`config.mk`:
```
export PLATFORM = sky130hd
export DESIGN_NAME = btc_channel
export DESIGN_NICKNAME = d
export VERILOG_FILES = /design/src/design/btc_pkg.sv /design/src/design/btc_addr_pair.sv /design/src/design/btc_channel.sv
export VERILOG_INCLUDE_DIRS = /design/src /design/src/design
export SDC_FILE = /design/constraint.sdc
export NUM_CORES = 1
export LEC_CHECK = 0
export BUFFER_PORTS_ARGS = -buffer_cell sky130_fd_sc_hd__buf_2
export CAP_MARGIN = 10
export CORE_MARGIN = 2
export CORE_UTILIZATION = 50
export DETAILED_ROUTE_END_ITERATION = 10
export PLACE_DENSITY = 0.85
export SLEW_MARGIN = 15
export SYNTH_ARGS = -nofsm -noshare
export SYNTH_HDL_FRONTEND = slang
export SYNTH_SLANG_ARGS = --single-unit
export TNS_END_PERCENT = 20
```
`constraint.sdc`:
```
create_clock -name clk -period 3.1 [get_ports clk]
set_clock_uncertainty 0.2 [all_clocks]
set_input_delay 0.31 -clock clk [delete_from_list [all_inputs] [get_ports clk]]
set_output_delay 0.31 -clock clk [all_outputs]
set_load 0.05 [all_outputs]
```
`src/design/btc_cfg.svh`:
```
/*
 * constants of the block transfer channel control: device number default,
 * command and status bit positions, peripheral status bit positions.
 * assumes bit 0 is the least significant bit of every byte in this design.
 */
`ifndef BTC_CFG_SVH
`define BTC_CFG_SVH

// -----------------------------------------------------------------------
// identity
// -----------------------------------------------------------------------
`define BTC_DEV_NUM        8'hf0

// -----------------------------------------------------------------------
// command byte bits, lsb numbered 0
// -----------------------------------------------------------------------
`define BTC_CMD_READ       5
`define BTC_CMD_GO         4
`define BTC_CMD_STOP       3

// -----------------------------------------------------------------------
// status byte bits, lsb numbered 0
// -----------------------------------------------------------------------
`define BTC_STS_BUSY       3
`define BTC_STS_IDLE_BYTE  8'h08
`define BTC_STS_EXAMINE    7
`define BTC_STS_EOM        5
`define BTC_STS_FAULT      2

// -----------------------------------------------------------------------
// address loading
// -----------------------------------------------------------------------
`define BTC_ADDR_BYTES     2'h3
`define BTC_ZERO16         16'h0000
`define BTC_ONES16         16'hffff

`endif

```
`src/design/btc_pkg.sv`:
```
/*
 * types of the block transfer channel control.
 * assumes the cfg header is compiled alongside.
 */
package btc_pkg;

	typedef enum logic [1:0] {
		ModeIdle,
		ModeBusy,
		ModeDone
	} btc_mode_type;

	typedef enum logic [1:0] {
		TermNone,
		TermNormal,
		TermRollover,
		TermFault
	} btc_term_type;

endpackage

```
`src/design/btc_addr_pair.sv`:
```
/*
 * holds the incrementing current address and final address pair.
 * assumes the caller gives at most one of load or step per cycle.
 */
`timescale 1ns/1ps
`include "btc_cfg.svh"

module btc_addr_pair #(
	parameter int AW = 16
) (
	input  wire logic          clk,
	input  wire logic          rstn,
	input  wire logic          loadCur,
	input  wire logic          loadFin,
	input  wire logic [AW-1:0] loadValue,
	input  wire logic          step,
	output logic      [AW-1:0] curAddr,
	output logic      [AW-1:0] finAddr
);

	typedef struct packed {
		logic [AW-1:0] cur;
		logic [AW-1:0] fin;
	} btc_addr_type;

	btc_addr_type state;
	btc_addr_type next_state;

	// -------------------------------------------------------------------
	// next state
	// -------------------------------------------------------------------
	always_comb begin
		next_state = state;
		if (loadCur) begin
			next_state.cur = loadValue;
		end else if (step) begin
			// wraps to zero; caller watches the rollover
			next_state.cur = state.cur + {{(AW-1){1'b0}}, 1'b1};
		end
		if (loadFin) begin
			next_state.fin = loadValue;
		end
	end

	always_ff @(posedge clk or negedge rstn) begin
		if (!rstn) begin
			state <= '0;
		end else begin
			state <= next_state;
		end
	end

	assign curAddr = state.cur;
	assign finAddr = state.fin;

endmodule // btc_addr_pair

```
`src/design/btc_channel.sv`:
```
/*
 * control of a block transfer channel: status, commands, termination,
 * interrupt and acknowledge, address loading and read-back, initialization.
 * assumes the processor issues one i/o operation per cycle as a pulse with
 * its device number; memory cycles are handled outside and report each
 * finished halfword on wordDone.
 */
//
// Operation
// - status sense returns the status byte; low nibble feeds condition code
// - idle or terminated: peripheral status shown, busy bit forced zero
// - output command byte is accepted and its bits are acted upon
// - current address equal to final address ends transfer normally
// - current address rolling from all ones to zero ends abnormally
// - peripheral fault, end of medium or examine bit ends abnormally
// - stop command terminates any transfer in progress
// - busy may fall before idle; only stop guarantees idle
// - busy bit high during transfer, cleared on termination
// - during transfer status byte holds only the busy bit
// - go enables interrupt; termination requests it, processor gates it
// - acknowledge clears pending interrupt, returns device number and status
// - addressing the channel before acknowledge loses the interrupt
// - last address read as high then low byte, or as halfword
// - initialize or stop: halt, write mode, idle, interrupt reset
// - channel answers a fixed device number, default f0
// - read command selects read mode; reverts to write after each transfer
// - go starts transfer, may share byte with read
// - two 16-bit addresses loaded by four byte writes, high first
`timescale 1ns/1ps
`include "btc_cfg.svh"

module btc_channel #(
	parameter logic [7:0] DEV_NUM = `BTC_DEV_NUM,
	parameter int         AW      = 16
) (
	input  wire logic          clk,
	input  wire logic          rstn,
	input  wire logic          initSwitch,
	input  wire logic [7:0]    opDevice,
	input  wire logic          senseStatusOp,
	input  wire logic          outputCommandOp,
	input  wire logic          writeDataOp,
	input  wire logic          writeHalfOp,
	input  wire logic          readDataOp,
	input  wire logic          readHalfOp,
	input  wire logic          interruptAckOp,
	input  wire logic [15:0]   opData,
	input  wire logic [7:0]    peripheralStatus,
	input  wire logic          wordDone,
	output logic      [7:0]    statusByte,
	output logic      [3:0]    conditionCode,
	output logic      [15:0]   readData,
	output logic      [7:0]    ackDevice,
	output logic               ackValid,
	output logic               interruptRequest,
	output logic               transferActive,
	output logic               readMode,
	output logic      [AW-1:0] memAddr,
	output logic      [1:0]    lastTermination
);

	typedef struct packed {
		btc_pkg::btc_mode_type mode;
		btc_pkg::btc_term_type term;
		logic                  readSel;
		logic                  irqEnable;
		logic                  irqPending;
		logic [1:0]            wrIndex;
		logic                  rdLow;
		logic [AW-1:0]         lastAddr;
		logic [7:0]            status;
		logic [3:0]            cc;
		logic [15:0]           rdData;
		logic [7:0]            ackDev;
		logic                  ackOk;
	} btc_state_type;

	btc_state_type state;
	btc_state_type next_state;

	logic [AW-1:0] curAddr;
	logic [AW-1:0] finAddr;
	logic          loadCur;
	logic          loadFin;
	logic [AW-1:0] loadValue;
	logic          step;

	// -------------------------------------------------------------------
	// helpers
	// -------------------------------------------------------------------
	function automatic logic addressed(input logic op, input logic [7:0] dev);
		return op && (dev == DEV_NUM);
	endfunction

	// idle and terminated views share this byte
	function automatic logic [7:0] idleStatus(input logic [7:0] periph);
		logic [7:0] s;
		s = periph;
		s[`BTC_STS_BUSY] = 1'b0;
		return s;
	endfunction

	logic selSense;
	logic selCmd;
	logic selWd;
	logic selWh;
	logic selRd;
	logic selRh;
	logic selAck;
	logic anySel;
	logic busy;
	logic isMatch;
	logic isRoll;
	logic isFault;
	logic doStop;
	logic doGo;

	assign selSense = addressed(senseStatusOp, opDevice);
	assign selCmd   = addressed(outputCommandOp, opDevice);
	assign selWd    = addressed(writeDataOp, opDevice);
	assign selWh    = addressed(writeHalfOp, opDevice);
	assign selRd    = addressed(readDataOp, opDevice);
	assign selRh    = addressed(readHalfOp, opDevice);
	assign selAck   = addressed(interruptAckOp, opDevice);
	assign anySel   = selSense | selCmd | selWd | selWh | selRd | selRh | selAck;
	assign busy     = state.mode == btc_pkg::ModeBusy;

	// -------------------------------------------------------------------
	// termination causes
	// -------------------------------------------------------------------
	assign isMatch = wordDone && (curAddr == finAddr);
	// a match on the last word wins over the wrap
	assign isRoll  = wordDone && (curAddr == `BTC_ONES16);
	assign isFault = peripheralStatus[`BTC_STS_FAULT]
		| peripheralStatus[`BTC_STS_EOM]
		| peripheralStatus[`BTC_STS_EXAMINE];

	assign doStop = initSwitch | (selCmd && opData[`BTC_CMD_STOP]);
	assign doGo   = selCmd && opData[`BTC_CMD_GO] && !opData[`BTC_CMD_STOP];

	// -------------------------------------------------------------------
	// address path
	// -------------------------------------------------------------------
	always_comb begin
		loadCur   = 1'b0;
		loadFin   = 1'b0;
		loadValue = curAddr;
		step      = 1'b0;
		if (!busy && selWh) begin
			loadValue = opData;
			loadCur   = (state.wrIndex == 2'h0);
			loadFin   = (state.wrIndex == 2'h2);
		end else if (!busy && selWd) begin
			loadCur = !state.wrIndex[1];
			loadFin = state.wrIndex[1];
			if (state.wrIndex[0]) begin
				loadValue = {(state.wrIndex[1] ? finAddr[15:8] : curAddr[15:8]),
					opData[7:0]};
			end else begin
				loadValue = {opData[7:0],
					(state.wrIndex[1] ? finAddr[7:0] : curAddr[7:0])};
			end
		end else if (busy && wordDone && !isMatch && !isRoll) begin
			step = 1'b1;
		end
	end

	btc_addr_pair #(
		.AW(AW)
	) uAddr (
		.clk      (clk),
		.rstn     (rstn),
		.loadCur  (loadCur),
		.loadFin  (loadFin),
		.loadValue(loadValue),
		.step     (step),
		.curAddr  (curAddr),
		.finAddr  (finAddr)
	);

	// -------------------------------------------------------------------
	// next state
	// -------------------------------------------------------------------
	always_comb begin
		next_state       = state;
		next_state.ackOk = 1'b0;

		if (selCmd && opData[`BTC_CMD_READ] && !busy) begin
			next_state.readSel = 1'b1;
		end
		if (doGo && state.mode == btc_pkg::ModeIdle) begin
			next_state.mode      = btc_pkg::ModeBusy;
			next_state.irqEnable = 1'b1;
			next_state.term      = btc_pkg::TermNone;
			next_state.wrIndex   = 2'h0;
		end

		if (busy) begin
			next_state.lastAddr = curAddr;
			if (isMatch || isRoll || isFault) begin
				// busy drops here, idle only after stop
				next_state.mode    = btc_pkg::ModeDone;
				next_state.readSel = 1'b0;
				next_state.term    = isMatch ? btc_pkg::TermNormal
					: (isRoll ? btc_pkg::TermRollover : btc_pkg::TermFault);
				if (state.irqEnable) begin
					next_state.irqPending = 1'b1;
				end
				next_state.irqEnable = 1'b0;
			end
		end

		if (selWd && !busy) begin
			next_state.wrIndex = state.wrIndex + 2'h1;
		end
		if (selWh && !busy) begin
			next_state.wrIndex = state.wrIndex + 2'h2;
		end

		if (selRd) begin
			next_state.rdData = {8'h00, state.rdLow ? state.lastAddr[7:0]
				: state.lastAddr[15:8]};
			next_state.rdLow  = !state.rdLow;
		end
		if (selRh) begin
			next_state.rdData = state.lastAddr;
			next_state.rdLow  = 1'b0;
		end

		if (selSense || selAck) begin
			next_state.cc = next_state.status[3:0];
		end

		if (selAck && state.irqPending) begin
			next_state.irqPending = 1'b0;
			next_state.ackDev     = DEV_NUM;
			next_state.ackOk      = 1'b1;
		end else if (anySel && !selAck && state.irqPending) begin
			// an early poll costs the interrupt
			next_state.irqPending = 1'b0;
		end

		// stop overrides the mode, read select, interrupt flags and byte indices set above
		if (doStop) begin
			next_state.mode       = btc_pkg::ModeIdle;
			next_state.readSel    = 1'b0;
			next_state.irqPending = 1'b0;
			next_state.irqEnable  = 1'b0;
			next_state.wrIndex    = 2'h0;
			next_state.rdLow      = 1'b0;
		end

		// status byte tracks mode every cycle
		next_state.status = (next_state.mode == btc_pkg::ModeBusy)
			? `BTC_STS_IDLE_BYTE : idleStatus(peripheralStatus);
	end

	always_ff @(posedge clk or negedge rstn) begin
		if (!rstn) begin
			state          <= '0;
			state.mode     <= btc_pkg::ModeIdle;
			state.term     <= btc_pkg::TermNone;
		end else begin
			state <= next_state;
		end
	end

	// -------------------------------------------------------------------
	// outputs
	// -------------------------------------------------------------------
	assign statusByte       = state.status;
	assign conditionCode    = state.cc;
	assign readData         = state.rdData;
	assign ackDevice        = state.ackDev;
	assign ackValid         = state.ackOk;
	assign interruptRequest = state.irqPending;
	assign transferActive   = busy;
	assign readMode         = state.readSel;
	assign memAddr          = curAddr;
	assign lastTermination  = state.term;

endmodule // btc_channel

```
== After elaboration in Yosys (flattened, before gate mapping) ==
Index checks and enable logic that the tools add are counted.

* Latch bits: 0
* Output and inout port bits: 58
* Input bits: 43
* Register bits after elaboration: 88
* Logic and storage cells: 112
* RAM bits: 0
* Memories kept: 0
* Memory bits (read-only): 0

* Muxes and demuxes: 36
* Shift-type cells: 0
* Reductions and logical operators: 43
* $lt $le $gt $ge: 0
* $add $sub $neg: 3
* Bitwise logic cells: 9
* Multipliers: 0
* Div/mod/pow operators: 0
* Eq/ne operators: 6

{| class="wikitable"
|+ Operators by type and width
! cell !! count
|-
| $mux 16 || 7
|-
| $mux 8 || 4
|-
| $logic_and 1x1->1 || 23
|-
| $add 16x1->16 const B || 1
|-
| $eq 16x16->1 || 1
|-
| $eq 16x16->1 const B || 1
|-
| $mux 1 || 16
|-
| $reduce_bool 4->1 || 4
|-
| $mux 7 || 2
|-
| $mux 2 || 5
|-
| $or 1x1->1 || 9
|-
| $eq 8x8->1 const B || 1
|-
| $logic_not 1->1 || 7
|-
| $mux 6 || 1
|-
| $eq 2x1->1 const B || 2
|-
| $logic_not 2->1 || 2
|-
| $mux 4 || 1
|-
| $reduce_bool 2->1 || 2
|-
| $logic_or 1x1->1 || 3
|-
| $reduce_and 3->1 || 1
|-
| $reduce_bool 3->1 || 1
|-
| $add 2x1->2 const B || 1
|-
| $add 2x2->2 const B || 1
|-
| $eq 2x2->1 const B || 1
|}

== Logic depth before layout (Yosys ltp) ==
Gate-level depths: netlist of run 1.

* Depth in word-level cells: 13
* Mapped depth: 10
* Mapped depth without buffers: 7

== Hierarchy ==
Synthesis of run 1 repeated with hierarchy kept, for this count alone.

* Cells, all modules: 504
* Area total of the unflattened synthesis: 4794.6 µm²

{| class="wikitable"
|+ By module, submodules not included
! module !! cells an instance !! seq. area each (µm²) !! area each (µm²) !! instances
|-
| btc_channel || 371 || 1401.3 || 3261.9 || 1
|-
| btc_addr_pair || 133 || 800.8 || 1532.7 || 1
|}

== Least setup slack after synthesis of run 1 ==
Ideal clock, no wire load.

* Kind: flip-flop to flip-flop
* Start point: register uAddr.state, in the netlist uAddr.curAddr[1]
* End point: register uAddr.state, in the netlist uAddr.curAddr[14]
* Stages on the path, launching flop included: 9
* Arrival: 2.393 ns
* Setup slack: 0.378 ns
* Clock period less this slack: 2.722 ns
* Library setup time: 0.129 ns
* Data required time: 2.771 ns
* Path buffers: 1
* Cells stage by stage: dfrtp_1 -> ha_1 -> and3_1 -> nand3_1 -> or4_4 -> o31ai_4 -> buf_6 -> nor3_1 -> a2111o_1

* Cells in the longest elaborated chain, start to end: 9
* Elaborated cells on any way between the ends: 15
* Those cells by class: add/sub (1); eq/ne (2); mux (5); reduce/logical (7)

{| class="wikitable"
|+ Ends and longest elaborated chain
! item !! RTL line !! RTL
|-
| start, declared || btc_addr_pair.sv:26 || <nowiki>btc_addr_type state;</nowiki>
|-
| start signal, assigned || btc_addr_pair.sv:49 || <nowiki>state <= next_state;</nowiki>
|-
| $eq 16x16->1 || btc_channel.sv:131 || <nowiki>assign isMatch = wordDone && (curAddr == finAddr);</nowiki>
|-
| $logic_and 1x1->1 || btc_channel.sv:131 ||
|-
| $logic_not 1->1 || btc_channel.sv:163 || <nowiki>end else if (busy && wordDone && !isMatch && !isRoll) begin</nowiki>
|-
| $logic_and 1x1->1 (2 in series) || btc_channel.sv:163 ||
|-
| $mux 1 || btc_channel.sv:163 ||
|-
| $mux 1 || btc_channel.sv:153 || <nowiki>end else if (!busy && selWd) begin</nowiki>
|-
| $mux 1 || btc_channel.sv:149 || <nowiki>if (!busy && selWh) begin</nowiki>
|-
| $reduce_bool 2->1 (no line) || n/a ||
|}

Several ways; a longest one is shown, not always the timed one. The select of a mux whose other input is x is not followed.
A chain may end at the register's enable or synchronous reset.

== Worst setup path in the final report of run 1 ==
* Start point: register uAddr.state, in the netlist uAddr.curAddr[9]
* End point: register uAddr.state, in the netlist uAddr.curAddr[4]

* Cells in the longest elaborated chain, start to end: 9
* Elaborated cells on any way between the ends: 12
* Those cells by class: eq/ne (2); mux (3); reduce/logical (7)

{| class="wikitable"
|+ Ends and longest elaborated chain
! item !! RTL line
|-
| $eq 16x16->1 || btc_channel.sv:131
|-
| $logic_and 1x1->1 || btc_channel.sv:131
|-
| $logic_not 1->1 || btc_channel.sv:163
|-
| $logic_and 1x1->1 || btc_channel.sv:163
|-
| $logic_and 1x1->1 (*) || btc_channel.sv:163
|-
| $mux 1 (*) || btc_channel.sv:163
|-
| $mux 1 (*) || btc_channel.sv:153
|-
| $mux 1 (*) || btc_channel.sv:149
|-
| $reduce_bool 2->1 (no line) (*) || n/a
|}

Every way passes the cells marked *; elsewhere a longest branch is shown, timed or not.

==> summary.txt, run 1 <==
Worst hold path
  • Hold crit path type: primary input to flop

Timing
  • Slew margin rel.: 0.320
  • Worst-Margin Slew: 995 ps
  • Fmax: 0.365 GHz
  • Setup tns final: 0 ps
  • Final setup fails: 0
  • Fin crit share: 0.883
  • Min Tclk post-route: ~2700 ps
  • RSZ-0062 raised after global routing: false
  • Final Hold Fails: 0
  • Max-slew violations: 0

Pwr
  • Pwr per Cell Area: around 400 mW/mm2
  • Overall power: 2.35 mW
  • Peak VDD IR: 197 uV
  • Leak pwr: between 2 and 3 nW

Setup path
  • Worst Path Required: around 3200 ps
  • CP startpoint kind: flop
  • Crit-path cells: xnor2_1, nand4_1, or3_4, o31ai_4, buf_4, nor4_1, o31a_1
  • CP max stage cell: dfrtp_1
  • Worst setup EP type: flop
  • CP Max Fanout: 14
  • CP peak stage delay: 510 ps
  • R2R setup slack: 360 ps
  • Kind of critical path: flop to flop
  • Critical path arrival: approximately 2800 ps

Die
  • Die area: 0.0111 mm2
  • Die Y: around 110 um
  • Die W: 105 um
  • Core Region: just over 0.01 mm2
  • Initial core utilization: 0.508
  • I/O pin cnt: 101
  • Row Count: 37

Finish
  • Commonest non-fill, non-tap cell in the layout: nand2_1
  • Filler cell count: around 880
  • Commonest cells after routing, fill and taps aside: nand2_1 (102), buf_2 (94), dfrtp_1 (88), o21ai_0 (32), buf_4 (27)
  • Synth-to-Final Area Change: 13.1%
  • Ant diodes: 0
  • Share of cells above drive strength 1: 0.256
  • Number of nets in the layout: around 670

GRT
  • Largest net degree at the start of global routing: between 80 and 90
  • Vias in the first global route: 4425
  • Global-route wire length before repair: approximately 22000 um
  • Initial antenna violation count: 0
  • Total global routing overflow: 0
  • GRT Overall Usage: 0.254

Clocking
  • Post-CTS repair timing setup buffer count: 0
  • CTS sink cnt: 88
  • Cts bufs inserted: 9
  • H-tree levels: 3
  • Skew-Pair Late Insertion Delay: around 360 ps
  • Cts hold-fix bufs: 8
  • CTS resizes: 0
  • Clk root buf: clkbuf_8
  • Clock Path Buffers: 2
  • CTS tree: done
  • Clk slew on worst S/H paths: roughly 100 ps

Synth
  • Ys Warns: 0
  • Largest family of logic cells by synthesized area: simple AND/OR/NAND/NOR gates
  • Asr flop ratio synth: 1.00
  • Cell area after synthesis: 0.00515 mm2
  • Register area share after synthesis: 0.428
  • Compound-cell area share of the yosys netlist: 0.181
  • XOR/XNOR Fraction of Synth Area: 0.0345
  • FF+latch count, synth: 88
  • Post-synth cell types: between 60 and 70
  • Ys flop type: dfrtp_1
  • Post-Synth Adder-Cell Area: 0.00729
  • Cell count after synthesis: 561
  • Avg Cell Area, Syn: between 9 and 10 um2
  • Simple-Gate Fraction of Synth Area: 0.197
  • Post-synth EDFFs: 0
  • Post-synthesis mux area share: 0.0503

Drt
  • Routed WL per cell: 18.0 um
  • Detailed Route WL: between 10000 and 15000 um
  • DR pass1 iterations: 6
  • Initial drt markers: between 300 and 400
  • Routed Antenna Nets: 0
  • Vias/cell: 5.93
  • Vias: about 4600
  • Residual DRC: 0

Placed design
  • Detailed Place HPWL: 10100 um
  • Port bufs: 95
  • Final GP Congestion: roughly 0.96

Status
  • Status: finished, final reports clean

Run
  • Maxcap violations: 0
==> through the flow <==
| stage | hold slack [ps] | cells | worst slack, ps | utilization | instance area [um2] |
|---|---|---|---|---|---|
| 2_1_floorplan | -186 | 564 | 378 | - | 5160 |
| 3_3_place_gp | 259 | 745 | 465 | 0.544 | 5520 |
| 3_5_place_dp | 266 | 745 | 442 | 0.544 | 5520 |
| 4_1_cts | 22.0 | 768 | 426 | 0.574 | 5820 |
| 5_1_grt | 30.1 | 768 | 281 | 0.574 | 5820 |
| 6_report | 24.8 | 768 | 361 | 0.574 | 5820 |
==> cells in the mapped netlist (3+ instances only) <==
master	number	area share
nand2_1	102	0.074
or2_2	5	0.0061
a21oi_1	15	0.015
o31ai_1	4	0.0058
o31a_1	7	0.012
xnor2_2	5	0.016
o21a_1	5	0.0073
mux2i_1	18	0.035
buf_2	8	0.0078
inv_1	9	0.0066
xnor2_1	11	0.019
nor3_1	9	0.0088
nor4_1	5	0.0061
a31oi_1	9	0.011
and2_1	6	0.0073
buf_4	40	0.058
o21ai_0	32	0.031
a211oi_1	4	0.0058
a21boi_0	8	0.012
o21ai_1	3	0.0029
a22o_1	8	0.014
and3_1	9	0.011
dfrtp_1	88	0.43
ha_1	3	0.0073
clkbuf_1	21	0.015
nand3_1	17	0.017
o211ai_1	16	0.023
nor2_1	15	0.011
nand4_1	14	0.017
or4_1	8	0.012
mux2_2	7	0.015
buf_6	5	0.011
==> logic make-up after synthesis <==
logic type	count (synthesis)
and+or+nand+nor	208
DFF	88
other	1
buffers and inverters	86
AOI/OAI and AO/OA	134
adders and majority gates	3
muxes	25
xor gates and xnor gates	16
==> registers in the layout, indices dropped and copies added (netlist names) <==
register / flops
statusByte: 8
ackDevice: 1
readMode: 1
uAddr.finAddr: 16
interruptRequest: 1
state: 22
lastTermination: 2
uAddr.curAddr: 16
readData: 16
ackValid: 1
conditionCode: 4
==> path summary, 6_finish.rpt <==
path | from | to | cells past startpoint
max | uAddr.curAddr[9] | uAddr.curAddr[4] | 7
min | interruptAckOp | ackValid | 2
max reg2reg | uAddr.curAddr[9] | uAddr.curAddr[4] | 7
min reg2reg | state[44] | state[44] | 2
max in group asynchronous | rstn | state[43] | 2
min in group asynchronous | rstn | uAddr.curAddr[2] | 2
==> worst max-delay path: cells and delay by family, from the launching register on <==
| kind | cells | cell delay, ps |
|---|---|---|
| xor+xnor | 1 | 340 |
| buf+inv | 1 | 290 |
| simple gates | 3 | 630 |
| compound gates | 2 | 640 |
| flops | 1 | 510 |
==> layer usage <==
layer / wire [um] / part of all wire / vias to the layer above / global-route usage
met2: 6410 / 0.46 / 221 / 0.411
li1: - / - / 2107 / -
met4: 451 / 0.033 / 0 / 0.101
met3: 1120 / 0.081 / 44 / 0.0433
met5: 0 / 0 / - / 0
met1: 5830 / 0.42 / 2184 / 0.340
==> layout make-up <==
type	count	area [um2]	area share
multi-input cells	390	2430	0.418
clock buffers	9	124	0.0213
clock inverters	6	92.6	0.0159
inverters	9	33.8	0.00580
well taps	136	170	0.0292
repair buffers	130	764	0.131
flip-flops and latches	88	2200	0.378
==> power breakdown <==
part	switching (mW)	leakage, nW	internal (mW)
logic	0.179	1.46	0.0856
clock network	0.432	0.102	0.454
registers	0.0333	1.20	1.17
total	0.645	2.76	1.70
Note: power is estimated with default switching activity, not from simulation.
==> run 2, diff against run 1 <==
--- a/config.mk
+++ b/config.mk
@@ -11,7 +11,7 @@
 export CORE_MARGIN = 2
 export CORE_UTILIZATION = 50
 export DETAILED_ROUTE_END_ITERATION = 10
-export PLACE_DENSITY = 0.85
+export PLACE_DENSITY_LB_ADDON = 0.12
 export SLEW_MARGIN = 15
 export SYNTH_ARGS = -nofsm -noshare
 export SYNTH_HDL_FRONTEND = slang
==> summary.txt, run 2 (synthesis results as in run 1) <==
Setup path
  • Worst setup EP type: flop
  • CP max stage cell: dfrtp_1
  • Kind of critical path: flop to flop
  • Reg2reg path depth: 7 (unchanged)
  • CP startpoint kind: flop
  • Critical path arrival: 2720 ps (-70 ps)
  • Crit-path cells: xnor2_1, nand4_1, or3_4, o31ai_4, buf_12, nor3_1, a2111o_1
  • CP peak stage delay: 460 ps (-50 ps)
  • Worst Path Required: 3160 ps (about the same)
  • CP Max Fanout: 15 (+1)

Die
  • I/O pin cnt: 101 (unchanged)
  • Core Region: 0.0101 mm2 (unchanged)
  • Die Y: 105 um (unchanged)
  • Die area: 0.0111 mm2 (unchanged)
  • Initial core utilization: 0.508 (unchanged)
  • Row Count: 37 (unchanged)
  • Die W: 105 um (unchanged)

Finish
  • Share of cells above drive strength 1: 0.252 (-0.00474)
  • Synth-to-Final Area Change: 12.1%
  • Ant diodes: 0 (unchanged)
  • Commonest cells after routing, fill and taps aside: nand2_1 (102), buf_2 (94), dfrtp_1 (88), o21ai_0 (32), buf_4 (21)
  • Commonest non-fill, non-tap cell in the layout: nand2_1
  • Number of nets in the layout: 669 (-0.74%)
  • Top reg by flops: state
  • Max reg flops: 22 (unchanged)

Clocking
  • Post-CTS repair timing setup buffer count: 0 (unchanged)
  • Cts bufs inserted: 9 (unchanged)
  • CTS resizes: 0 (unchanged)
  • Clk slew on worst S/H paths: 100 ps (about the same)
  • Skew-Pair Late Insertion Delay: 370 ps (about the same)
  • CTS sink cnt: 88 (unchanged)
  • Clk root buf: clkbuf_8
  • H-tree levels: 3 (unchanged)
  • Clock Path Buffers: 2 (unchanged)
  • CTS tree: done

Drt
  • Routed WL per cell: 17.9 um (-0.36%)
  • Vias: 4392 (-3.6%)
  • DR pass1 iterations: 5 (-1)
  • Residual DRC: 0 (unchanged)
  • Detailed Route WL: 13700 um (-0.88%)
  • Initial drt markers: 380 (+21%)
  • Vias/cell: 5.75 (-3.1%)
  • Routed Antenna Nets: 0 (unchanged)

Status
  • Status: finished, final reports clean

Timing
  • Final setup fails: 0 (unchanged)
  • Min Tclk post-route: 2660 ps (-76.3 ps)
  • Fin crit share: 0.859 (-0.0246)
  • Final Hold Fails: 0 (unchanged)
  • Fmax: 0.376 GHz (+2.9%)
  • Max-slew violations: 0 (unchanged)
  • RSZ-0062 raised after global routing: false
  • Worst setup slack after layout: 438 ps (+76.3 ps)
  • Worst-Margin Slew: 607 ps (-388 ps)
  • Setup tns final: 0 ps (unchanged)
  • Slew margin rel.: 0.585 (+0.265)

Pwr
  • Share of power burned in combinational logic: 0.122 (+0.009)
  • Leak pwr: 2.74 nW (-0.93%)
  • Switching Share: 0.301 (+0.0265)
  • Peak VDD IR: 217 uV (+10%)
  • Power Internal: 1.56 mW (-8.7%)
  • Clk pwr share: 0.341 (-0.036)
  • Pwr per Cell Area: 386 mW/mm2 (-4.4%)
  • Overall power: 2.23 mW (-5.3%)
  • Net Switching: 0.669 mW (+3.9%)
  • Part of the power in registers: 0.537 (+0.027)

GRT
  • Initial antenna violation count: 0 (unchanged)
  • Global-route wire length before repair: 22400 um (+0.25%)
  • Largest net degree at the start of global routing: 47 (-47%)
  • Total global routing overflow: 0 (unchanged)
  • GRT Overall Usage: 0.259 (+0.00553)
  • Vias in the first global route: 4270 (-3.5%)

Worst hold path
  • Depth of the worst hold-timing path: 3 (+1)
  • Hold crit path type: primary input to flop

Placed design
  • Final GP Congestion: 0.942 (-1.4%)
  • Port bufs: 95 (unchanged)
  • Detailed Place HPWL: 10200 um (+0.58%)
  • Pre-CTS setup slack: 377 ps (-65.3 ps)

Run
  • Maxcap violations: 0 (unchanged)
-- run 2: cell count changes in the layout (fill, tap and decap cells not counted), sizes merged --
cell,previous run,this run
inv,10,12
clkinv,1,3
bufinv,2,0
buf,122,117
clkinvlp,2,1
-- run 2: worst max-delay path: cells and delay by family, from the launching register on --
kind	cells	cell delay, ps
compound gates	2	720
xor+xnor	1	360
buf+inv	1	190
flops	1	460
simple gates	3	620
-- run 2: worst paths after layout --
check / start / endpoint / slack [ps]
worst min-delay path: opData[11] / uAddr.curAddr[11] / 20
min in group asynchronous: rstn / uAddr.curAddr[8] / 270
worst max-delay path: uAddr.curAddr[6] / uAddr.curAddr[14] / 440
worst min register to register: readData[6] / readData[6] / 290
max in group asynchronous: rstn / readData[1] / 1780
worst max register to register: uAddr.curAddr[6] / uAddr.curAddr[14] / 440
-- run 2: power groups by stage --
stage	registers [mW]	logic (mW)	clock network [mW]
2_1_floorplan	1.24	0.152	0
3_3_place_gp	1.22	0.260	0
3_5_place_dp	1.22	0.264	0
4_1_cts	1.20	0.272	0.771
5_1_grt	1.20	0.292	0.815
6_report	1.20	0.271	0.759
-- run 2: repair_timing --
| action | CTS | global route |
|---|---|---|
| hold buffers | 8 | 0 |
| setup endpoints to repair | 0 | 0 |
| endpoints found under the hold margin | 49 | 0 |
-- run 2: per-layer routing --
| layer | track usage | vias to the layer above | part of all wire |
|---|---|---|---|
| met4 | 0.116 | 0 | 0.030 |
| met5 | 0 | - | 0 |
| met3 | 0.0340 | 27 | 0.055 |
| met2 | 0.416 | 154 | 0.47 |
| li1 | - | 2092 | - |
| met1 | 0.352 | 2119 | 0.44 |
-- run 2: through the flow --
step	hold slack (ps)	utilization	cells	area, um2
2_1_floorplan	-186	-	564	5160
3_3_place_gp	160	0.543	740	5510
3_5_place_dp	157	0.543	740	5510
4_1_cts	15.3	0.569	764	5770
5_1_grt	35.7	0.569	764	5770
6_report	20.4	0.569	764	5770
-- run 2: area by class of cell --
class                   count  area [um2]
repair buffers            125         748
fillers                   941        4370
clock inverters             7        55.1
flip-flops and latches     88        2200
inverters                   9        33.8
well taps                 136         170
clock buffers               9         124
multi-input cells         390        2430
